--- src/rtl/clt_pkg.sv ---
// Constants and carrier types for the codec serial port with loop-back and DC-blocking filter.
// Assumes a single 125 MHz system clock; the serial bit clock arrives as a sampled input.
// What this block does
// - Loop-back high: ADC words feed the DAC.
// - Loop-back low: serial input words feed DAC.
// - Serial port keeps running during loop-back.
// - Bypass high: ADC samples keep DC.
// - Frame sync sampled on rising bit clock.
// - Serial input captured on rising bit clock.
// - Serial output changes on falling bit clock.
// - Slot mode: serial output released when own slot ends.
// - Frame sync out launched on falling edge.
// - Frame sync out high one bit period.
// - Slot mode: frame is 64 bits, four 16-bit slots; otherwise 16 bits.
// - Slot mode drives frame sync to next codec.
// - Slot mode latched only at reset or wake.
// - Words are 16-bit two's complement, MSB first.
package clt_pkg;
    localparam int WORD_BITS    = 16;
    localparam int SLOT_COUNT   = 4;
    localparam int FRAME_BITS   = WORD_BITS * SLOT_COUNT;
    localparam int BIT_CNT_W    = 6;
    localparam int HPF_SHIFT    = 8;
    localparam int FIFO_DEPTH   = 8;
    localparam logic [15:0] WORD_RESET = 16'h0000;

    typedef logic signed [WORD_BITS-1:0] clt_word_t;

    typedef struct packed {
        logic loopback_select;
        logic highpass_bypass;
    } clt_mode_s;

    typedef struct packed {
        logic data;
        logic oe;
    } clt_pin_s;
endpackage

--- src/rtl/clt_fifo.sv ---
// Small flip-flop FIFO with valid/ready on both sides.
// Assumes one clock and a synchronous active-high reset.
`timescale 1ns/100ps
`default_nettype none
module clt_fifo #(
    parameter int WIDTH = 16,
    parameter int DEPTH = 8
) (
    input  wire logic             clk,
    input  wire logic             rst,
    input  wire logic [WIDTH-1:0] in_data,
    input  wire logic             in_valid,
    output logic                  in_ready,
    output logic      [WIDTH-1:0] out_data,
    output logic                  out_valid,
    input  wire logic             out_ready
);
    localparam int AW = $clog2(DEPTH);
    logic [WIDTH-1:0] mem_q [DEPTH];
    logic [AW-1:0]    wr_q, wr_d, rd_q, rd_d;
    logic [AW:0]      cnt_q, cnt_d;
    logic             push, pop;

    assign in_ready  = (cnt_q != (AW+1)'(DEPTH));
    assign out_valid = (cnt_q != '0);
    assign out_data  = mem_q[rd_q];
    assign push      = in_valid && in_ready;
    assign pop       = out_valid && out_ready;

    always_comb begin
        wr_d  = push ? AW'(wr_q + 1'b1) : wr_q;
        rd_d  = pop ? AW'(rd_q + 1'b1) : rd_q;
        cnt_d = cnt_q;
        if (push && !pop) begin
            cnt_d = cnt_q + 1'b1;
        end else if (pop && !push) begin
            cnt_d = cnt_q - 1'b1;
        end
    end

    always_ff @(posedge clk) begin
        if (rst) begin
            wr_q  <= '0;
            rd_q  <= '0;
            cnt_q <= '0;
        end else begin
            wr_q  <= wr_d;
            rd_q  <= rd_d;
            cnt_q <= cnt_d;
        end
    end

    always_ff @(posedge clk) begin
        if (push) begin
            mem_q[wr_q] <= in_data;
        end
    end
endmodule
`default_nettype wire

--- src/rtl/clt_port.sv ---
// Serial port, time-slot framing, loop-back select and DC-blocking filter of a mono codec.
// Assumes bit_clock, frame_sync and serial_in come from the host domain and are sampled here.
`timescale 1ns/100ps
`default_nettype none
module clt_port
    import clt_pkg::*;
#(
    parameter int SLOT_COUNT_P = clt_pkg::SLOT_COUNT
) (
    input  wire logic               clk,
    input  wire logic               rst,
    input  wire logic               bit_clock,
    input  wire logic               frame_sync,
    input  wire logic               serial_in,
    input  wire logic               power_down_n,
    input  wire logic               slot_mode_select,
    input  wire clt_pkg::clt_mode_s mode,
    input  wire clt_pkg::clt_word_t adc_word,
    input  wire logic               adc_valid,
    output logic                    adc_ready,
    output clt_pkg::clt_word_t      dac_word,
    output logic                    dac_valid,
    output logic                    serial_out,
    output logic                    serial_out_oe,
    output logic                    frame_sync_out,
    output logic                    slot_mode
);
    import clt_pkg::*;

    // Three-stage synchronisers; a change counts once stages two and three agree.
    logic [2:0] bck_s_q, fs_s_q, din_s_q, pdn_s_q;
    logic       bck_q, fs_q, din_q, pdn_q;
    always_ff @(posedge clk) begin
        if (rst) begin
            bck_s_q <= '0;
            fs_s_q  <= '0;
            din_s_q <= '0;
            // The power-down pin idles high; starting low would fake a wake-up edge after reset.
            pdn_s_q <= '1;
            bck_q   <= 1'b0;
            fs_q    <= 1'b0;
            din_q   <= 1'b0;
            pdn_q   <= 1'b1;
        end else begin
            bck_s_q <= {bck_s_q[1:0], bit_clock};
            fs_s_q  <= {fs_s_q[1:0], frame_sync};
            din_s_q <= {din_s_q[1:0], serial_in};
            pdn_s_q <= {pdn_s_q[1:0], power_down_n};
            if (bck_s_q[1] == bck_s_q[2]) bck_q <= bck_s_q[2];
            if (fs_s_q[1] == fs_s_q[2]) fs_q <= fs_s_q[2];
            if (din_s_q[1] == din_s_q[2]) din_q <= din_s_q[2];
            if (pdn_s_q[1] == pdn_s_q[2]) pdn_q <= pdn_s_q[2];
        end
    end

    logic bck_prev_q, pdn_prev_q, bck_rise, bck_fall, pdn_rise;
    assign bck_rise = bck_q && !bck_prev_q;
    assign bck_fall = !bck_q && bck_prev_q;
    assign pdn_rise = pdn_q && !pdn_prev_q;

    // Slot mode is caught after reset release and on each wake-up edge only.
    logic slot_mode_q, slot_mode_d, latch_pend_q;
    always_comb begin
        slot_mode_d = slot_mode_q;
        if (latch_pend_q || pdn_rise) slot_mode_d = slot_mode_select;
    end

    // Framing state, updated on bit clock edges.
    logic [BIT_CNT_W-1:0] bit_cnt_q, bit_cnt_d;
    logic                 synced_q, synced_d;
    clt_word_t            rx_sh_q, rx_sh_d, tx_sh_q, tx_sh_d;
    clt_word_t            dac_q, dac_d, adc_hold_q, adc_hold_d;
    logic                 dac_v_q, dac_v_d, so_q, so_d, oe_q, oe_d, fso_q, fso_d;
    logic                 word_end, slot_last, in_own, slot_done;
    logic [BIT_CNT_W-1:0] frame_last;

    assign frame_last = slot_mode_q ? BIT_CNT_W'(WORD_BITS * SLOT_COUNT_P - 1) : BIT_CNT_W'(WORD_BITS - 1);
    assign word_end   = (bit_cnt_q[3:0] == 4'hf);
    assign in_own     = (bit_cnt_q < BIT_CNT_W'(WORD_BITS));
    assign slot_last  = (bit_cnt_q == BIT_CNT_W'(WORD_BITS - 1));
    assign slot_done  = (bit_cnt_q == BIT_CNT_W'(WORD_BITS));

    // DC-blocking filter: y = x - dc, dc tracks the running mean.
    logic signed [WORD_BITS+HPF_SHIFT-1:0] dc_q, dc_d;
    logic signed [WORD_BITS:0]             hp_full;
    clt_word_t                             hp_word, adc_filt;
    assign hp_full  = (WORD_BITS+1)'(adc_word) - (WORD_BITS+1)'($signed(dc_q[WORD_BITS+HPF_SHIFT-1:HPF_SHIFT]));
    assign hp_word  = (hp_full > 17'sh07fff) ? 16'sh7fff :
                      (hp_full < -17'sh08000) ? -16'sh8000 : hp_full[WORD_BITS-1:0];
    assign adc_filt = mode.highpass_bypass ? adc_word : hp_word;

    logic fifo_in_ready, fifo_out_valid, fifo_pop;
    clt_word_t fifo_out;
    assign adc_ready = fifo_in_ready;
    assign fifo_pop  = fifo_out_valid && bck_fall && synced_q && slot_last;

    clt_fifo #(.WIDTH(WORD_BITS), .DEPTH(FIFO_DEPTH)) u_fifo (
        .clk       (clk),
        .rst       (rst),
        .in_data   (adc_filt),
        .in_valid  (adc_valid),
        .in_ready  (fifo_in_ready),
        .out_data  (fifo_out),
        .out_valid (fifo_out_valid),
        .out_ready (fifo_pop)
    );

    always_comb begin
        dc_d = dc_q;
        if (adc_valid && fifo_in_ready) begin
            dc_d = dc_q + (WORD_BITS+HPF_SHIFT)'(hp_word);
        end
        bit_cnt_d  = bit_cnt_q;
        synced_d   = synced_q;
        rx_sh_d    = rx_sh_q;
        tx_sh_d    = tx_sh_q;
        dac_d      = dac_q;
        dac_v_d    = 1'b0;
        adc_hold_d = fifo_pop ? fifo_out : adc_hold_q;
        so_d       = so_q;
        oe_d       = oe_q;
        fso_d      = fso_q;
        if (bck_rise) begin
            rx_sh_d = {rx_sh_q[WORD_BITS-2:0], din_q};
            if (fs_q) begin
                bit_cnt_d = '0;
                synced_d  = 1'b1;
            end else if (synced_q) begin
                bit_cnt_d = (bit_cnt_q == frame_last) ? '0 : BIT_CNT_W'(bit_cnt_q + 1'b1);
            end
            if (synced_q && in_own && word_end) begin
                dac_v_d = 1'b1;
                // Loop-back replaces the received word; the shifter still runs.
                dac_d = mode.loopback_select ? adc_hold_q : {rx_sh_q[WORD_BITS-2:0], din_q};
            end
        end
        if (bck_fall && synced_q) begin
            if (bit_cnt_q == '0) begin
                tx_sh_d = {adc_hold_q[WORD_BITS-2:0], 1'b0};
                so_d    = adc_hold_q[WORD_BITS-1];
                oe_d    = 1'b1;
            end else if (in_own) begin
                so_d    = tx_sh_q[WORD_BITS-1];
                tx_sh_d = {tx_sh_q[WORD_BITS-2:0], 1'b0};
            end else if (slot_done) begin
                // The LSB has had its full bit period; free the shared line for the next slot.
                oe_d = 1'b0;
                so_d = 1'b0;
            end
            fso_d = slot_mode_q && slot_last;
        end
    end

    always_ff @(posedge clk) begin
        if (rst) begin
            bck_prev_q   <= 1'b0;
            pdn_prev_q   <= 1'b0;
            latch_pend_q <= 1'b1;
            slot_mode_q  <= 1'b0;
            bit_cnt_q    <= '0;
            synced_q     <= 1'b0;
            rx_sh_q      <= WORD_RESET;
            tx_sh_q      <= WORD_RESET;
            dac_q        <= WORD_RESET;
            adc_hold_q   <= WORD_RESET;
            dac_v_q      <= 1'b0;
            so_q         <= 1'b0;
            oe_q         <= 1'b0;
            fso_q        <= 1'b0;
            dc_q         <= '0;
        end else begin
            bck_prev_q   <= bck_q;
            pdn_prev_q   <= pdn_q;
            latch_pend_q <= 1'b0;
            slot_mode_q  <= slot_mode_d;
            bit_cnt_q    <= bit_cnt_d;
            synced_q     <= synced_d;
            rx_sh_q      <= rx_sh_d;
            tx_sh_q      <= tx_sh_d;
            dac_q        <= dac_d;
            adc_hold_q   <= adc_hold_d;
            dac_v_q      <= dac_v_d;
            so_q         <= so_d;
            oe_q         <= oe_d;
            fso_q        <= fso_d;
            dc_q         <= dc_d;
        end
    end

    assign dac_word       = dac_q;
    assign dac_valid      = dac_v_q;
    assign serial_out     = so_q;
    assign serial_out_oe  = oe_q;
    assign frame_sync_out = fso_q;
    assign slot_mode      = slot_mode_q;

    // Checks.
    a_out_on_fall: assert property (@(posedge clk) disable iff (rst)
        $changed(serial_out) |-> $past(bck_fall)) else $error("serial_out moved off a falling edge");
    a_fso_on_fall: assert property (@(posedge clk) disable iff (rst)
        $rose(frame_sync_out) |-> $past(bck_fall) && slot_mode) else $error("frame_sync_out bad launch");
    a_oe_release: assert property (@(posedge clk) disable iff (rst)
        $fell(serial_out_oe) |-> $past(bck_fall && slot_done)) else $error("serial_out not released at slot end");
    a_fso_mode: assert property (@(posedge clk) disable iff (rst)
        frame_sync_out |-> slot_mode) else $error("frame_sync_out outside slot mode");
    a_loop_word: assert property (@(posedge clk) disable iff (rst)
        dac_valid && mode.loopback_select && $past(mode.loopback_select) |-> dac_word == $past(adc_hold_q))
        else $error("loop-back word not taken from ADC");
    a_norm_word: assert property (@(posedge clk) disable iff (rst)
        dac_valid && !$past(mode.loopback_select) |-> dac_word == $past({rx_sh_q[14:0], din_q}))
        else $error("received word not passed to DAC");
    a_bypass_path: assert property (@(posedge clk) disable iff (rst)
        mode.highpass_bypass |-> adc_filt == adc_word) else $error("bypass altered ADC sample");
    a_slot_hold: assert property (@(posedge clk) disable iff (rst)
        !pdn_rise && !latch_pend_q |=> $stable(slot_mode)) else $error("slot mode changed off wake");
    a_frame_wrap: assert property (@(posedge clk) disable iff (rst)
        bck_rise && synced_q && bit_cnt_q == frame_last |=> bit_cnt_q == '0)
        else $error("frame length wrong");
endmodule
`default_nettype wire

--- config.mk ---
export PLATFORM = sky130hd
export DESIGN_NAME = clt_port
export DESIGN_NICKNAME = d
export VERILOG_FILES = /design/src/rtl/clt_pkg.sv /design/src/rtl/clt_fifo.sv /design/src/rtl/clt_port.sv
export SDC_FILE = /design/constraint.sdc
export NUM_CORES = 1
export LEC_CHECK = 0
export ABC_AREA = 0
export BUFFER_PORTS_ARGS = -buffer_cell sky130_fd_sc_hd__buf_2
export CORE_UTILIZATION = 35
export CTS_CLUSTER_DIAMETER = 120
export CTS_CLUSTER_SIZE = 28
export DETAILED_ROUTE_END_ITERATION = 8
export PLACE_DENSITY = 0.56
export SKIP_CTS_REPAIR_TIMING = 1
export SYNTH_ARGS = -nofsm -noshare
export SYNTH_HDL_FRONTEND = slang
export SYNTH_SLANG_ARGS = --single-unit
--- constraint.sdc ---
create_clock -name clk -period 7.65 [get_ports clk]
set_input_delay 0 -clock clk [delete_from_list [all_inputs] [get_ports clk]]
set_output_delay 0 -clock clk [all_outputs]
set_load 0.02 [all_outputs]
==> flow_summary.json <==
{
  "initial_core_util_pct": 35.7,
  "tritoncts": "yes",
  "async_flop_share_pct": 0,
  "boundaryPins": 48,
  "holdWs_ns": 0.0253,
  "dieArea_sq_um": 35000,
  "min_from": "adc_word[15]",
  "worstRegToRegCells": 19,
  "max_stage_delay_ns": 0.66,
  "antenna_found_initial": 0,
  "p_total_mw": 4.09,
  "globalRouteTotalUtil_pct": 14.9,
  "num_vias": 8037,
  "p_comb_share_pct": 40.5,
  "worstSetupStartpoint": "dc_q[10]",
  "r2r-end": "dc_q[18]",
  "final_nets": 1178,
  "p_per_area_nw_per_um2": 311,
  "fin_tns_setup_ns": 0,
  "seq_power_share_pct": 41.1,
  "r2r_slack_ns": 2.67,
  "synth_nets": 1146,
  "cp_slowest_cell": "nor2_1",
  "synth-seq-cells": 255,
  "numPortBuffers": 47,
  "clk_pin_slew_worst_paths_ns": 0.12,
  "fin_area_sq_um": 13200,
  "finalWirelength_mm": 26.2,
  "grt_pass1_wl_mm": 42.0,
  "viasPerCell": 5.17,
  "finish.utilization_pct": 39.2,
  "crit_type": "reg -> reg",
  "clk_latency_ns": 0.48,
  "critPathMaxFanout": 13,
  "placedCellCount": 1531,
  "grt_max_degree": 77,
  "cp-end-kind": "flop",
  "grt-busiest-layer": "met2",
  "worst_pin_slew_ns": 1.06,
  "hold_path_class": "in -> reg",
  "fin_cells": 1556,
  "drive_above_1_share_pct": 12.5,
  "cp.arrival_ns": 5.37,
  "slew-limit-headroom_pct": 29.0,
  "synth_cell_types": 64,
  "area_growth_syn_to_layout_pct": 9.82,
  "use_met3_pct": 1.73,
  "vdd_drop_max_mv": 0.156,
  "rr_startpoint": "dc_q[10]",
  "status": "completed",
  "crit_required_ns": 8.04,
  "synth.avg_cell_area_sq_um": 11.2,
  "dpl-instance-area_sq_um": 12700,
  "min_period_ns": 4.98,
  "die_x_microns": 187,
  "max_freq_mhz": 201,
  "core_area_sq_um": 33600,
  "synth-edff-count": 128,
  "dp_hpwl_mm": 18.7,
  "netlist_instances": 1071,
  "drt_first_pass_iters": 5,
  "crit_path_cell_trace": "inv_1, ha_1, nor2b_1, o31ai_2, a211oi_2, o22a_2, nand2_1, nor3_2, nor2_1, nand2_1, ha_1, nor2b_1, o31ai_1, o211ai_1, nand3_1, nand4b_1, a21oi_1, nor4_1, a311o_1",
  "htree_levels": 1,
  "clock_power_share_pct": 18.3,
  "finalSetupViolCount": 0,
  "cp_top_family": "compound AO/OA/AOI/OAI gates",
  "syn-cell-area_sq_um": 12000,
  "synth-seq-area-share_pct": 53.3,
  "cts_sinks": 255,
  "ys.flop_type": "edfxtp_1",
  "cts-root-buf": "clkbuf_16",
  "overflow": 0,
  "p_sw_share_pct": 36.7,
  "drt_iter0_drc": 420,
  "finalWeightedCongestion": 0.859,
  "drc_errors": 0,
  "cts_buffer_depth": 3,
  "worstSetupEndpoint": "dc_q[18]",
  "rsz0062_at_grt": "no",
  "power_leakage_nw": 4.67,
  "ant_nets": 0,
  "fin_crit_sh_pct": 65.1,
  "avgRoutedWirePerCell_microns": 16.8,
  "drv_slew": 0,
  "p_int_mw": 2.59,
  "antenna_cells": 0,
  "yosysWarnings": 0,
  "worst-path-buf-inv": 1,
  "numCtsBuffers": 13,
  "num_rows": 67,
  "hold_violations": 0,
  "gr-usage-met1_pct": 19.7,
  "layout_setup_ws_ns": 2.67,
  "pre_cts_ws_ns": 2.72,
  "die_h_microns": 187,
  "final.setup_skew_ns": 0.0402,
  "start_kind": "flop",
  "use_met2_pct": 26.2,
  "cp.depth": 19,
  "grt_pass1_vias": 7832,
  "p_sw_mw": 1.50,
  "cap_violations": 0
}
==> how the worst min path moves through the flow <==
stage | endpoint | slack (ns) | cells past startpoint
after floorplan | latch_pend_q | 0.03 | 0
after global placement | pdn_s_q[0] | 0.19 | 2
after detailed placement | pdn_s_q[0] | 0.19 | 2
after CTS | pdn_s_q[0] | -0.32 | 2
after global routing | u_fifo.mem_q[2][15] | 0.03 | 2
final | u_fifo.mem_q[2][15] | 0.03 | 2
==> kinds of logic after synthesis <==
family	share of synthesized area (%)
adders and majority gates	5.30
and+or+nand+nor	13.5
buffers and inverters	2.83
DFF	53.3
AOI/OAI and AO/OA	12.2
xor gates and xnor gates	2.48
muxes	10.4
==> registers in the layout (all words and copies together) (netlist names), 4 cells and up <==
register	cells
tx_sh_q	15
rx_sh_q	15
dc_q	24
bit_cnt_q	6
dac_word	16
u_fifo.mem_q	128
u_fifo.cnt_q	4
adc_hold_q	16
==> synth_stat cells (3+ instances only) <==
cell type,n,area [sq um]
edfxtp_1,128,3840
dfxtp_1,127,2540
nand2_1,106,398
nor2_1,103,387
a21oi_1,76,380
a211oi_1,55,413
mux2i_1,50,500
ha_1,46,576
clkbuf_1,33,124
mux4_2,32,721
inv_1,31,116
nor2b_1,31,194
o21ai_0,29,145
xnor2_1,20,175
nand3_1,18,90.1
nor3_1,17,85.1
xor2_1,14,123
buf_1,11,41.3
nand2b_1,11,68.8
a21o_1,10,75.1
o21a_1,10,75.1
a31oi_1,9,56.3
and3_1,8,50.1
buf_2,7,35.0
o31ai_1,7,52.6
nand3b_1,6,45.0
o211ai_1,6,45.0
or2_2,6,37.5
or3_1,6,37.5
nor4_1,5,31.3
nand4_1,4,25.0
nor4b_1,4,35.0
and4_1,3,26.3
fa_1,3,60.1
o21bai_1,3,22.5
==> per-layer routing <==
layer | wire (microns) | vias up | share of wire [%]
met2 | 12700 | 124 | 48
met4 | 405 | 0 | 1.5
li1 | - | 3997 | -
met5 | 0 | - | 0
met1 | 12400 | 3891 | 47
met3 | 680 | 25 | 2.6
==> area by class of cell <==
| class | count | area (sq um) |
|---|---|---|
| inverters | 31 | 116 |
| well taps | 448 | 561 |
| clock inverters | 1 | 30.0 |
| flip-flops and latches | 255 | 6390 |
| repair buffers | 70 | 423 |
| multi-input cells | 732 | 5300 |
| clock buffers | 19 | 348 |
| fillers | 3321 | 20400 |
==> worst register-to-register path, cell delays in order (launching register included) <==
cell and delay [ns]:
dfxtp_1 0.39, inv_1 0.07, ha_1 0.32, nor2b_1 0.17, o31ai_2 0.34, a211oi_2 0.14, o22a_2 0.26, nand2_1 0.09
nor3_2 0.06, nor2_1 0.66, nand2_1 0.12, ha_1 0.35, nor2b_1 0.17, o31ai_1 0.47, o211ai_1 0.22, nand3_1 0.19
nand4b_1 0.21, a21oi_1 0.24, nor4_1 0.07, a311o_1 0.33
==> placed cells by master (no fill, tap or decap), types with 9 or more instances in the layout <==
| master | synthesis | routed |
|---|---|---|
| buf_2 | 7 | 46 |
| clkbuf_16 | 0 | 13 |
| dfxtp_1 | 127 | 126 |
| o21a_1 | 10 | 10 |
| a211oi_1 | 55 | 55 |
| nand2_1 | 106 | 106 |
| nor3_1 | 17 | 12 |
| mux4_2 | 32 | 32 |
| nor2b_1 | 31 | 31 |
| a21oi_1 | 76 | 76 |
| nand2b_1 | 11 | 11 |
| nor2_1 | 103 | 103 |
| edfxtp_1 | 128 | 128 |
| mux2i_1 | 50 | 50 |
| a21o_1 | 10 | 10 |
| nand3_1 | 18 | 18 |
| xor2_1 | 14 | 14 |
| xnor2_1 | 20 | 20 |
| inv_1 | 31 | 31 |
| ha_1 | 46 | 46 |
| a31oi_1 | 9 | 9 |
| o21ai_0 | 29 | 29 |
| buf_4 | 0 | 19 |
==> power groups by stage <==
stage	clock, mW	sequential [mW]	combinational, mW
after floorplan	0	1.69	1.26
after global placement	0	1.71	1.64
after detailed placement	0	1.71	1.65
after CTS	0.786	1.68	1.66
after global routing	0.828	1.69	1.85
final	0.751	1.68	1.66
Power figures use the tool's default switching activity.
